### config.mk
export PLATFORM = sky130hd
export DESIGN_NAME = ios_status_stack
export DESIGN_NICKNAME = d
export VERILOG_FILES = /design/src/hw/ios_pkg.sv /design/src/hw/ios_bit_unit.sv /design/src/hw/ios_status_stack.sv
export SDC_FILE = /design/constraint.sdc
export NUM_CORES = 1
export LEC_CHECK = 0
export ABC_AREA = 1
export ABC_CLOCK_PERIOD_IN_PS = 3880
export BUFFER_PORTS_ARGS = -buffer_cell sky130_fd_sc_hd__buf_2
export CORE_UTILIZATION = 35
export DETAILED_ROUTE_END_ITERATION = 10
export PLACE_DENSITY = 0.61
export SLEW_MARGIN = 30
export SYNTH_ARGS = -nofsm -noshare
export SYNTH_HDL_FRONTEND = slang
export SYNTH_SLANG_ARGS = --single-unit
### constraint.sdc
create_clock -name mclk_i -period 3.88 [get_ports mclk_i]
set_clock_uncertainty 0.05 [all_clocks]
set_input_delay 0.582 -clock mclk_i [delete_from_list [all_inputs] [get_ports mclk_i]]
set_output_delay 0.582 -clock mclk_i [all_outputs]
set_load 0.05 [all_outputs]
### src/hw/ios_pkg.sv
// Constants, field positions and carrier types for the I/O space block.
// Assumes a single 100 MHz clock shared with the CPU core that drives it.
// Notes on behaviour
// - 64 byte I/O locations, read and write.
// - Bit set and clear only below 0x20.
// - Bit test with skip, low range only.
// - Data address equals I/O address plus 0x20.
// - Status flags at 0x3f, read/write, reset zero.
// - No interrupt taken while global enable clear.
// - Interrupt entry clears enable; interrupt return sets.
// - Bit store fills copy flag; load reads it.
// - Sign flag always negative xor overflow.
// - Arithmetic updates half carry and overflow.
// - Results update negative, zero and carry flags.
// - Stack pointer at 0x3d, 8 bits, reset zero.
// - Push decrements by one, pop increments.
// - Call/entry decrement by two, returns increment.
package ios_pkg;

  // Address map
  localparam logic [5:0] IO_ADDR_STATUS = 6'h3f;
  localparam logic [5:0] IO_ADDR_SP = 6'h3d;
  localparam logic [5:0] IO_BIT_LAST = 6'h1f;
  localparam logic [7:0] IO_SPAN = 8'h40;
  localparam logic [7:0] DATA_IO_OFFSET = 8'h20;
  localparam logic [7:0] DATA_SRAM_FIRST = 8'h60;
  localparam logic [7:0] DATA_SRAM_LAST = 8'hdf;

  // Reset values
  localparam logic [7:0] RST_STATUS = 8'h00;
  localparam logic [7:0] RST_SP = 8'h00;

  // Status flag positions
  localparam int unsigned FL_I = 7;
  localparam int unsigned FL_T = 6;
  localparam int unsigned FL_H = 5;
  localparam int unsigned FL_S = 4;
  localparam int unsigned FL_V = 3;
  localparam int unsigned FL_N = 2;
  localparam int unsigned FL_Z = 1;
  localparam int unsigned FL_C = 0;

  // Stack pointer steps
  localparam logic [7:0] SP_STEP_BYTE = 8'h01;
  localparam logic [7:0] SP_STEP_ADDR = 8'h02;

  typedef enum logic [2:0] {
    IO_NOP, IO_READ, IO_WRITE, IO_SET, IO_CLR, IO_SKIP_SET, IO_SKIP_CLR
  } ios_io_op_e;

  typedef enum logic [2:0] {
    STK_NONE, STK_PUSH, STK_POP, STK_CALL, STK_RET, STK_IRQ_RET
  } ios_stk_op_e;

  // One I/O request from the core
  typedef struct packed {
    ios_io_op_e op;
    logic via_data;
    logic [7:0] addr;
    logic [2:0] bit_sel;
    logic [7:0] wdata;
  } ios_io_req_s;

  // Answer to an I/O request, one cycle later
  typedef struct packed {
    logic valid;
    logic [7:0] rdata;
    logic skip;
  } ios_io_rsp_s;

  // Flag update from the ALU; mask order is h,v,n,z,c
  typedef struct packed {
    logic valid;
    logic [4:0] mask;
    logic [7:0] result;
    logic half;
    logic ovf;
    logic carry;
  } ios_flag_upd_s;

  // Write toward the peripheral locations
  typedef struct packed {
    logic wr;
    logic [5:0] addr;
    logic [7:0] wdata;
  } ios_periph_wr_s;

endpackage : ios_pkg

### src/hw/ios_bit_unit.sv
// Single-bit modify and test on one I/O byte.
// Assumes set and clear are never both requested.
`timescale 1ns/1ns
`default_nettype none
module ios_bit_unit (
  input wire logic [7:0] byte_i,
  input wire logic [2:0] sel_i,
  input wire logic set_i,
  input wire logic clr_i,
  output logic [7:0] byte_o,
  output logic bit_o
);

  // Chosen bit forced, others pass unchanged
  genvar g;
  generate
    for (g = 0; g < 8; g++) begin : g_bit
      assign byte_o[g] = (sel_i == 3'(g)) ? (set_i | (byte_i[g] & ~clr_i)) : byte_i[g];
    end
  endgenerate

  // Tested bit for skip decisions
  assign bit_o = byte_i[sel_i];

endmodule : ios_bit_unit
`default_nettype wire

### src/hw/ios_status_stack.sv
// I/O space decoder with the processor status flags and stack pointer.
// Assumes the core issues at most one I/O request per cycle and that
// peripherals answer reads combinationally with a hit flag.
`timescale 1ns/1ns
`default_nettype none
module ios_status_stack (
  input wire logic mclk_i,
  input wire logic rstn_i,
  input wire logic io_req_valid_i,
  input wire ios_pkg::ios_io_req_s io_req_i,
  output ios_pkg::ios_io_rsp_s io_rsp_o,
  input wire ios_pkg::ios_flag_upd_s flag_upd_i,
  input wire logic bit_store_op_i,
  input wire logic bit_store_val_i,
  input wire ios_pkg::ios_stk_op_e stk_op_i,
  input wire logic irq_req_i,
  output logic irq_take_o,
  input wire logic [7:0] periph_rdata_i,
  input wire logic periph_hit_i,
  output ios_pkg::ios_periph_wr_s periph_wr_o,
  output logic [7:0] status_o,
  output logic [7:0] stack_pointer_o
);

  logic [7:0] processor_status_flags_r;
  logic [7:0] processor_status_flags_nxt;
  logic [7:0] stack_pointer_low_r;
  logic [7:0] stack_pointer_low_nxt;
  ios_pkg::ios_io_rsp_s rsp_r;
  ios_pkg::ios_io_rsp_s rsp_nxt;
  ios_pkg::ios_periph_wr_s pwr_r;
  ios_pkg::ios_periph_wr_s pwr_nxt;
  logic irq_take_r;
  logic irq_take_nxt;

  logic [7:0] io_full;
  logic [5:0] io_addr;
  logic in_range;
  logic is_status;
  logic is_sp;
  logic is_low;
  logic [7:0] rd_byte;
  logic [7:0] mod_byte;
  logic test_bit;
  logic bit_set_op;
  logic bit_clear_op;
  logic skip_if_bit_set_op;
  logic skip_if_bit_clear_op;
  logic do_write;
  logic [7:0] wr_byte;

  // Address decode for both access routes
  // Data route below 0x20 reaches the working registers: refused
  always_comb begin
    if (io_req_i.via_data) begin
      io_full = io_req_i.addr - ios_pkg::DATA_IO_OFFSET;
      in_range = (io_req_i.addr >= ios_pkg::DATA_IO_OFFSET) &&
                 (io_req_i.addr < (ios_pkg::DATA_IO_OFFSET + ios_pkg::IO_SPAN));
    end else begin
      io_full = io_req_i.addr;
      in_range = io_req_i.addr < ios_pkg::IO_SPAN;
    end
    io_addr = io_full[5:0];
    is_status = in_range && (io_addr == ios_pkg::IO_ADDR_STATUS);
    is_sp = in_range && (io_addr == ios_pkg::IO_ADDR_SP);
    is_low = in_range && (io_addr <= ios_pkg::IO_BIT_LAST);
  end

  // Read mux; unmapped locations read zero
  // Peripheral data used only with its hit flag
  always_comb begin
    if (is_status) begin
      rd_byte = processor_status_flags_r;
    end else if (is_sp) begin
      rd_byte = stack_pointer_low_r;
    end else if (in_range && periph_hit_i) begin
      rd_byte = periph_rdata_i;
    end else begin
      rd_byte = 8'h00;
    end
  end

  // Operation decode; bit operations only act in the low range
  // Bit ops at 0x20 and up are dropped, never widened
  always_comb begin
    bit_set_op = io_req_valid_i && (io_req_i.op == ios_pkg::IO_SET) && is_low;
    bit_clear_op = io_req_valid_i && (io_req_i.op == ios_pkg::IO_CLR) && is_low;
    skip_if_bit_set_op = io_req_valid_i && (io_req_i.op == ios_pkg::IO_SKIP_SET) && is_low;
    skip_if_bit_clear_op = io_req_valid_i && (io_req_i.op == ios_pkg::IO_SKIP_CLR) && is_low;
    do_write = (io_req_valid_i && in_range && (io_req_i.op == ios_pkg::IO_WRITE)) ||
               bit_set_op || bit_clear_op;
    wr_byte = bit_set_op || bit_clear_op ? mod_byte : io_req_i.wdata;
  end

  // Read-modify-write and bit test
  ios_bit_unit u_bit_unit (
    .byte_i(rd_byte),
    .sel_i(io_req_i.bit_sel),
    .set_i(bit_set_op),
    .clr_i(bit_clear_op),
    .byte_o(mod_byte),
    .bit_o(test_bit)
  );

  // Answer and peripheral write, one cycle after the request
  // Write address and data are don't-care while the strobe is low
  always_comb begin
    rsp_nxt.valid = io_req_valid_i && (io_req_i.op != ios_pkg::IO_NOP);
    rsp_nxt.rdata = (io_req_valid_i && (io_req_i.op == ios_pkg::IO_READ)) ? rd_byte : 8'h00;
    rsp_nxt.skip = (skip_if_bit_set_op && test_bit) ||
                   (skip_if_bit_clear_op && !test_bit);
    pwr_nxt.wr = do_write && !is_status && !is_sp && periph_hit_i;
    pwr_nxt.addr = io_addr;
    pwr_nxt.wdata = wr_byte;
  end

  // Status flags: software write, ALU, bit store, interrupt events
  // Take beats a same-cycle return; sign recomputed last
  always_comb begin
    processor_status_flags_nxt = processor_status_flags_r;
    irq_take_nxt = irq_req_i && processor_status_flags_r[ios_pkg::FL_I];
    if (do_write && is_status) begin
      processor_status_flags_nxt = wr_byte;
    end
    if (flag_upd_i.valid) begin
      if (flag_upd_i.mask[4]) begin
        processor_status_flags_nxt[ios_pkg::FL_H] = flag_upd_i.half;
      end
      if (flag_upd_i.mask[3]) begin
        processor_status_flags_nxt[ios_pkg::FL_V] = flag_upd_i.ovf;
      end
      if (flag_upd_i.mask[2]) begin
        processor_status_flags_nxt[ios_pkg::FL_N] = flag_upd_i.result[7];
      end
      if (flag_upd_i.mask[1]) begin
        processor_status_flags_nxt[ios_pkg::FL_Z] = (flag_upd_i.result == 8'h00);
      end
      if (flag_upd_i.mask[0]) begin
        processor_status_flags_nxt[ios_pkg::FL_C] = flag_upd_i.carry;
      end
    end
    if (bit_store_op_i) begin
      processor_status_flags_nxt[ios_pkg::FL_T] = bit_store_val_i;
    end
    if (stk_op_i == ios_pkg::STK_IRQ_RET) begin
      processor_status_flags_nxt[ios_pkg::FL_I] = 1'b1;
    end
    if (irq_take_nxt) begin
      processor_status_flags_nxt[ios_pkg::FL_I] = 1'b0;
    end
    processor_status_flags_nxt[ios_pkg::FL_S] = processor_status_flags_nxt[ios_pkg::FL_N] ^
                                               processor_status_flags_nxt[ios_pkg::FL_V];
  end

  // Stack pointer: software write, then stack steps on top
  // No range check: the pointer wraps modulo 256
  always_comb begin
    stack_pointer_low_nxt = stack_pointer_low_r;
    if (do_write && is_sp) begin
      stack_pointer_low_nxt = wr_byte;
    end
    unique case (stk_op_i)
      ios_pkg::STK_NONE: begin
      end
      ios_pkg::STK_PUSH: begin
        stack_pointer_low_nxt = stack_pointer_low_nxt - ios_pkg::SP_STEP_BYTE;
      end
      ios_pkg::STK_POP: begin
        stack_pointer_low_nxt = stack_pointer_low_nxt + ios_pkg::SP_STEP_BYTE;
      end
      ios_pkg::STK_CALL: begin
        stack_pointer_low_nxt = stack_pointer_low_nxt - ios_pkg::SP_STEP_ADDR;
      end
      ios_pkg::STK_RET, ios_pkg::STK_IRQ_RET: begin
        stack_pointer_low_nxt = stack_pointer_low_nxt + ios_pkg::SP_STEP_ADDR;
      end
      default: begin
      end
    endcase
    if (irq_take_nxt) begin
      stack_pointer_low_nxt = stack_pointer_low_nxt - ios_pkg::SP_STEP_ADDR;
    end
  end

  // Status flags and interrupt accept registers
  always_ff @(posedge mclk_i or negedge rstn_i) begin
    if (!rstn_i) begin
      processor_status_flags_r <= ios_pkg::RST_STATUS;
      irq_take_r <= 1'b0;
    end else begin
      processor_status_flags_r <= processor_status_flags_nxt;
      irq_take_r <= irq_take_nxt;
    end
  end

  // Stack pointer register
  always_ff @(posedge mclk_i or negedge rstn_i) begin
    if (!rstn_i) begin
      stack_pointer_low_r <= ios_pkg::RST_SP;
    end else begin
      stack_pointer_low_r <= stack_pointer_low_nxt;
    end
  end

  // Answer and peripheral write registers
  always_ff @(posedge mclk_i or negedge rstn_i) begin
    if (!rstn_i) begin
      rsp_r <= '0;
      pwr_r <= '0;
    end else begin
      rsp_r <= rsp_nxt;
      pwr_r <= pwr_nxt;
    end
  end

  // Outputs straight from registers
  assign io_rsp_o = rsp_r;
  assign periph_wr_o = pwr_r;
  assign irq_take_o = irq_take_r;
  assign status_o = processor_status_flags_r;
  assign stack_pointer_o = stack_pointer_low_r;

endmodule : ios_status_stack
`default_nettype wire

---- Word level (Yosys, flattened, before mapping) ----
Index checks and enable logic that the tools add are counted.
storage, ports and cells
  register bits ........................... 42
  input port bits ......................... 58
  output and inout port bits .............. 42
  word-level logic and storage cells ...... 129
cells by class
  order comparisons ....................... 5
  equality and inequality tests ........... 20
  reductions and logical operators ........ 38
  add/subtract/negate cells ............... 6
  bitwise logic cells ..................... 18
  multiplexer cells ....................... 31
operators by type and width
  kind                                                               number
  2-to-1 mux 8 bit                                                   8
  one-hot mux 8 bit (4 select lines)                                 1
  == test 3 bit, second input constant                               9
  logical AND 1 bit                                                  25
  2-to-1 mux 1 bit                                                   19
  == test 3 x 2 -> 1 bit, second input constant                      6
  < comparator 8 x 7 -> 1 bit, second input constant                 2
  subtractor 8 x 2 -> 8 bit, second input constant                   2
  == test 6 bit, second input constant                               2
  == test 3 x 1 -> 1 bit, second input constant                      3
  adder 8 x 1 -> 8 bit, second input constant                        1
  adder 8 x 2 -> 8 bit, second input constant                        1
  AND 1 bit                                                          8
  greater-or-equal comparator 8 x 6 -> 1 bit, second input constant  1
  zero test 8 bit                                                    1
  OR 1 bit                                                           8
  subtractor 8 x 1 -> 8 bit, second input constant                   1
  <= comparator 6 x 5 -> 1 bit, second input constant                1
  2-to-1 mux 6 bit                                                   1
  nonzero test 3 bit                                                 2
  subtractor 6 bit, second input constant                            1
  logical OR 1 bit                                                   4
  < comparator 3 x 4 -> 1 bit, second input constant                 1
  2-to-1 mux 4 bit                                                   1
  7 further kinds                                                    9

---- Logic depth before layout (Yosys ltp) ----
Gate-level depths: netlist of run 1.
  depth in word-level cells ............... 16
  gate-level depth with buffers ........... 28
  mapped depth without buffers ............ 28

---- Hierarchy ----
From an unflattened synthesis of run 1, not the netlist that was laid out.
second synthesis, totals
  cell total of the unflattened synthesis .. 454
  area, all modules ....................... 3176.8 um^2
modules (own cells, without submodules)
  module            times used  area each (um^2)  seq. area each (um^2)  cells an instance
  ios_status_stack  1           2940.3            1051.0                 400
  ios_bit_unit      1           236.5             0.0                    54

---- Worst setup path before layout of run 1 ----
OpenSTA, ideal clock, no wires.
  path type ............................... input-to-reg
  from .................................... in io_req_i[16] in the netlist's numbering
  to ...................................... reg stack_pointer_low_r[7] (netlist: stack_pointer_o[7])
  setup slack ............................. 0.303 ns
  arrival ................................. 3.408 ns
  library setup time ...................... 0.118 ns
  data required time ...................... 3.712 ns
  stages .................................. 25
  path buffers ............................ 0
  path through ............................ inv_1 nand2_1 nand2_1 inv_2 nor2_8 nand2_4 nor2_8 nor2_2 a21boi_4 nand3_2 nand2_1 inv_1 fa_1 inv_1 nand2_1 a32o_1 a21oi_2 ha_1 inv_1 nor2_1 nand3_1 nor2_4 nand3_1 nand2_1 nand2_1
on the way
  word-level cells in the longest chain between the ends .. 16
  elaborated cells between the ends (all ways) .. 59
  those cells by class .................... 6 x add/sub; 4 x order compare; 2 x eq/ne; 17 x mux; 17 x bitwise; 13 x reduce/logical
RTL lines
  what                                                       RTL line                 RTL
  start, declared                                            ios_status_stack.sv:10   input wire ios_pkg::ios_io_req_s io_req_i,
  branches (longest 11 deep; another with subtractor 6 bit)  n/a
  2-to-1 mux 8 bit *                                         ios_status_stack.sv:159  if (do_write && is_sp) begin
  adder 8 x 2 -> 8 bit (tied with other cells)               ios_status_stack.sv:175  stack_pointer_low_nxt = stack_pointer_low_nxt + ios_pkg::SP_STEP_ADDR;
  one-hot mux 8 bit (4 select lines) *                       ios_status_stack.sv:162  unique case (stk_op_i)
  subtractor 8 x 2 -> 8 bit                                  ios_status_stack.sv:181  stack_pointer_low_nxt = stack_pointer_low_nxt - ios_pkg::SP_STEP_ADDR;
  2-to-1 mux 8 bit *                                         ios_status_stack.sv:180  if (irq_take_nxt) begin
  via stack_pointer_low_nxt[7]                               ios_status_stack.sv:28   logic [7:0] stack_pointer_low_nxt;
  end signal, assigned                                       ios_status_stack.sv:199  stack_pointer_low_r <= ios_pkg::RST_SP;
  end signal, assigned                                       ios_status_stack.sv:201  stack_pointer_low_r <= stack_pointer_low_nxt;
  end, declared                                              ios_status_stack.sv:27   logic [7:0] stack_pointer_low_r;
Mark *: on every way through the listed nets, which the timed path passes.
A chain may end at the register's enable or synchronous reset.

---- Worst setup path in the final report of run 1 ----
Same ends and word-level chain as after synthesis.

==> flow_metrics.py, run 1 <==
metrics = {
    "cells_and_area": {
        "areaGrowthSynthToFinish_pct": 30.7,
        "drive_gt1_share_pct": 28.5,
        "antenna_cells": 0,
        "finalNetCount": 656,
        "final_cell_count_no_fill": 693,
    },
    "placement": {
        "gp_congestion": 0.958,
        "placed_cells": 682,
        "dp.final_hpwl_um": 8030,
        "port_buffers": 99,
        "dpl_worst_slack_ps": -29.4,
    },
    "yosys": {
        "yosysTopAreaCellShare_pct": 33.4,
        "yosysWarnings": 0,
        "ys_async_sr_fraction_pct": 100,
        "ys_seq_area_share_pct": 33.4,
        "synth_most_common_cell": "nand2_1",
        "synth_top_family_by_area": "simple AND/OR/NAND/NOR gates",
        "synth_xor_area_share_pct": 1.67,
        "synth_compound_area_share_pct": 12.5,
        "yosys.area_share.simple_pct": 37.0,
        "synth_area_per_cell_um2": 6.89,
        "syn_inst": 456,
        "synth_seq_cells": 42,
        "synth_commonest_cells": "118 x nand2_1, 65 x inv_1, 51 x nor2_1, 48 x nand3_1, 42 x dfrtp_1",
        "synth_adder_area_share_pct": 6.05,
        "synthFlopType": "dfrtp_1",
        "ys_types": 44,
        "netlist_area_mm2": 0.00314,
        "syn_nets": 528,
        "synthMuxAreaShare_pct": 0.318,
        "synthTopCellsByArea": "dfrtp_1 33%, nand2_1 14%, inv_1 7.8%",
        "yosysTopAreaCell": "dfrtp_1",
        "synth_edf_count": 0,
    },
    "grt": {
        "grt_pass1_wl_um": 15800,
        "gr-usage-all-layers_pct": 20.9,
        "overflow": 0,
        "grt_pass1_vias": 3437,
        "grt_max_degree": 43,
        "antenna_found_initial": 0,
    },
    "routing": {
        "wl_per_cell_um": 13.9,
        "firstDrtPassIters": 5,
        "wl_um": 9670,
        "drtAntennaViolNets": 0,
        "drtIter0Drc": 122,
        "vias_per_cell": 5.02,
        "drc": 0,
        "via_count": 3476,
    },
    "clock_tree": {
        "tritoncts": "done",
        "numCtsBuffers": 5,
        "clkSlewWorstSetupHoldPaths_ps": 100,
        "cts_buffer_depth": 2,
        "cts_root_buffer": "clkbuf_8",
        "cts_sinks": 42,
        "h-tree-depth": 2,
        "clk_latency_ps": 310,
    },
    "die": {
        "placementRows": 34,
        "start_util_pct": 36.0,
        "die_h_um": 96.8,
        "die_w_um": 96.8,
        "die-area_mm2": 0.00936,
        "core_mm2": 0.00872,
        "io_pins": 100,
    },
    "power_and_ir_drop": {
        "p_leak_nw": 2.27,
        "powerDensity_mw_per_mm2": 540,
        "ir_drop_v": 0.000400,
    },
    "timing": {
        "holdWs_ps": 188,
        "layout_min_cycle_time_ps": 3560,
        "fin_ws_ps": 317,
        "period_share_pct": 91.8,
        "fmax_mhz": 281,
        "worst_pin_slew_ps": 559,
        "maxSlewViolCount": 0,
        "setup_viol_count_final": 0,
        "relSlewSlack_pct": 62.6,
        "setup_tns_ps": 0,
        "hold_viol": 0,
    },
    "worst_setup_path": {
        "cp_max_fo": 4,
        "critPathArrivalTime_ps": 3710,
        "crit_type": "input port to register",
        "worstPathRequired_ps": 4030,
        "start_kind": "input port",
        "reg2reg_from": "stack_pointer_o[1]",
        "crit_path_end": "stack_pointer_o[7]",
        "r2r_end": "stack_pointer_o[7]",
        "startpoint": "io_req_i[16]",
        "r2r_cells": 20,
        "r2r_slack_ps": 850,
        "cp-end-kind": "register",
    },
    "min_path": {
        "hold_path.class": "input port to async pin",
    },
    "outcome": {
        "status": "complete, no violations",
    },
    "job": {
        "drv_cap": 0,
    },
}
==> report_power, final <==
| group | leakage, nW | switching [W] | internal (W) |
|---|---|---|---|
| clock network | 0.0585 | 0.000167 | 0.000193 |
| registers | 0.518 | 0.0000665 | 0.000505 |
| logic | 1.70 | 0.000850 | 0.000436 |
| total | 2.27 | 0.00108 | 0.00113 |
==> cell type report <==
cell class	instances	area, µm²
clock inverters	3	43.8
inverters	71	272
well taps	108	135
flip-flops and latches	42	1050
multi-input cells	340	1840
clock buffers	5	68.8
fillers	908	4610
repair buffers	124	698
==> metal layers <==
layer  vias up  share of wire [%]  track usage (%)
met5         -                  0                0
met2       109                 50             37.2
met3        32                4.7             3.25
li1       1731                  -                -
met1      1604                 42             24.6
met4         0                3.9             9.64
==> kinds of logic (layout without fill, tap and decap cells) <==
family | Yosys count | in the layout
multiplexers | 1 | 1
AO/OA/AOI/OAI | 64 | 64
adder cells (fa/ha/maj) | 14 | 14
buffers and inverters | 74 | 203
XOR/XNOR | 6 | 6
flip-flops | 42 | 42
AND/OR/NAND/NOR | 255 | 255
==> critical path: stages <==
cell	delay, ps
buf_2	100
inv_1	60
nand2_1	60
nand2_1	90
nand3_1	190
nor3b_2	280
nor2_2	70
a21boi_4	250
nand3_2	150
nand2_2	90
inv_1	60
fa_1	430
inv_1	90
nand2_1	60
a32o_1	260
a21oi_2	130
ha_1	160
inv_1	50
nor2_2	110
nand3_2	110
nor2_4	150
nand3_1	70
nand2_1	60
nand2_1	50
==> worst min path at each step <==
stage	from	to	slack, ps	cells after the start
after floorplan	rstn_i	io_rsp_o[0]	240	0
after global placement	status_o[5]	status_o[5]	540	2
after detailed placement	status_o[1]	status_o[1]	530	2
after CTS	io_req_i[13]	periph_wr_o[10]	330	1
after global routing	rstn_i	periph_wr_o[10]	240	1
final	rstn_i	periph_wr_o[10]	190	1
==> metrics by stage <==
step	instance area (µm²)	total power, W	utilization, %
after CTS	4050	0.00220	46.4
after floorplan	3140	0.00145	-
final	4110	0.00222	47.1
after detailed placement	3940	0.00184	45.2
after global placement	3940	0.00183	45.2
after global routing	4110	0.00239	47.1
==> placed cells by master, fill, tap and decap left out, types with 8 or more instances in the layout <==
cell type,netlist,final
o21ai_0,21,19
a21oi_1,19,18
nand3_1,48,47
nand2_2,6,8
buf_4,0,25
ha_1,12,12
buf_2,2,98
nor2_1,51,50
dfrtp_1,42,42
inv_1,65,64
nand2_1,118,115
==> state kept, by name (all words and copies together) (netlist names) <==
register,cells
status_o,8
periph_wr_o,15
stack_pointer_o,8
io_rsp_o,10
irq_take_o,1
==> repair_timing <==
item,4_1_cts,5_1_grt
endpoints found under the hold margin,0,0
hold buffers,0,0
endpoints found under the setup margin,0,3
setup buffers,0,3
gates resized for setup,0,12
Note: power is estimated with default switching activity, not from simulation.
==> run 2: changes to the inputs <==
- CORE_UTILIZATION: 35 -> 52
- MAX_ROUTING_LAYER: unset -> met4
- PLACE_DENSITY: 0.61 -> 0.84
- REMOVE_ABC_BUFFERS: unset -> 1
==> flow_metrics.py, run 2 (synthesis gave the netlist of run 1 again) <==
metrics = {
    "worst_setup_path": {
        "worstPathRequired_ps": 4020,
        "cp_max_fo": 6,
        "crit_type": "input port to register",
        "cp-end-kind": "register",
        "start_kind": "input port",
        "critPathArrivalTime_ps": 3780,
    },
    "timing": {
        "maxSlewViolCount": 0,
        "hold_viol": 0,
        "fmax_mhz": 275,
        "period_share_pct": 93.9,
        "layout_min_cycle_time_ps": 3640,
        "setup_viol_count_final": 0,
        "relSlewSlack_pct": 57.5,
        "worst_pin_slew_ps": 634,
        "holdWs_ps": 208,
    },
    "clock_tree": {
        "clkSlewWorstSetupHoldPaths_ps": 80,
        "ctsHoldBuffers": 0,
        "cts_buffer_depth": 2,
        "tritoncts": "done",
        "h-tree-depth": 2,
        "numCtsBuffers": 5,
        "cts_root_buffer": "clkbuf_8",
        "clk_latency_ps": 300,
        "cts_sinks": 42,
    },
    "routing": {
        "wl_um": 9420,
        "firstDrtPassIters": 5,
        "wl_per_cell_um": 14.2,
        "via_count": 3562,
        "drc": 0,
        "vias_per_cell": 5.37,
        "drtIter0Drc": 279,
        "drtAntennaViolNets": 0,
    },
    "grt": {
        "grt_pass1_vias": 3068,
        "gr-usage-all-layers_pct": 30.3,
        "grt_max_degree": 43,
        "grt_pass1_wl_um": 14400,
        "antenna_found_initial": 0,
        "overflow": 0,
    },
    "cells_and_area": {
        "finalInstanceArea_mm2": 0.00411,
        "largest_reg_flops": 15,
        "antenna_cells": 0,
        "layout_common_cells": "112 x nand2_1, 98 x buf_2, 64 x inv_1",
        "layout_commonest_cell": "nand2_1",
        "finalNetCount": 662,
        "areaGrowthSynthToFinish_pct": 30.7,
        "postLayoutCoreUtil_pct": 72.4,
        "drive_gt1_share_pct": 30.3,
        "fillCellCount": 487,
        "seq_area_mm2": 0.00105,
        "multi_input_area_mm2": 0.00187,
    },
    "power_and_ir_drop": {
        "power_frac_clock_pct": 13.0,
        "seqPwrFrac_pct": 26.4,
        "ir_drop_v": 0.000485,
        "p_int_w": 0.00108,
        "p_leak_nw": 2.29,
        "p_comb_share_pct": 60.6,
        "powerDensity_mw_per_mm2": 524,
        "p_sw_share_pct": 49.7,
        "power_switching_w": 0.00107,
    },
    "die": {
        "start_util_pct": 55.4,
        "die-area_mm2": 0.00636,
        "core_mm2": 0.00568,
        "io_pins": 100,
        "die_h_um": 79.7,
        "placementRows": 27,
        "die_w_um": 79.7,
    },
    "min_path": {
        "hold_path.class": "input port to async pin",
    },
    "job": {
        "drv_cap": 0,
    },
    "outcome": {
        "status": "complete, no violations",
    },
    "placement": {
        "port_buffers": 99,
        "gp_congestion": 0.970,
        "place_area_mm2": 0.00395,
        "dp.final_hpwl_um": 7630,
    },
}
## run 2: cell count changes in the layout (fill, tap and decap cells not counted), sizes merged
cell,change
inv,-1
clkinv,+1
buf,+6
clkbuf,+1
bufinv,-1
## run 2: cell type report
type	instances	share of cell area [%]
inverter	71	6.55
clock inverter	2	0.335
timing repair buffer	130	18.1
sequential	42	25.6
tap	72	2.19
clock buffer	6	1.77
multi-input combinational	340	45.5
## run 2: path summary, 6_finish.rpt
check,from,to,slack (ps),cells after the start
max reg2reg,stack_pointer_o[0],stack_pointer_o[7],770,21
min,rstn_i,io_rsp_o[2],210,1
min in group mclk_i,io_req_i[13],periph_wr_o[10],370,1
min reg2reg,status_o[0],status_o[0],540,2
max in group asynchronous,rstn_i,stack_pointer_o[3],3220,1
max,io_req_i[16],stack_pointer_o[7],240,26
## run 2: repair_timing
item / in CTS / in global routing
setup buffers: 0 / 2
endpoints found under the setup margin: 0 / 4
gates resized for setup: 0 / 16
## run 2: worst max-delay path, stage by stage
cell,delay (ps)
buf_2,100
inv_1,80
nand2_1,100
nand2_2,100
inv_2,60
nor2_8,150
nand2_4,90
nor2_8,120
nor2_2,70
a21boi_4,250
buf_4,190
nand3_1,90
nand2_2,100
ha_1,270
inv_1,110
nand2_1,60
a32o_1,260
a21oi_2,140
ha_1,160
inv_1,40
nor2_1,120
nand3_2,140
nor2_4,170
nand3_1,90
nand2_1,60
nand2_1,50
## run 2: power by group through the flow
stage                     logic, W  clock network (W)  registers (W)
after floorplan           0.000657                  0       0.000789
after global placement     0.00124                  0       0.000570
after detailed placement   0.00126                  0       0.000570
after CTS                  0.00127           0.000286       0.000564
after global routing       0.00143           0.000304       0.000572
final                      0.00131           0.000281       0.000568
## run 2: layer usage
metal  vias up  share of wire [%]  track usage, %
li1       1747                  -               -
met1      1608                 45            42.8
met2       184                 46            45.9
met3        23                8.2            4.57
met4         0                1.5            7.32
met5         -                  0               -
## run 2: stage by stage
stage          TNS (ps)  total power (W)  instances  setup WS [ps]
6_report              0          0.00215        663            238
5_1_grt           -3.34          0.00230        663          -3.34
3_3_place_gp      -48.7          0.00181        653          -48.7
3_5_place_dp       -182          0.00183        653           -103
4_1_cts               0          0.00212        661            193
2_1_floorplan         0          0.00145        453            226
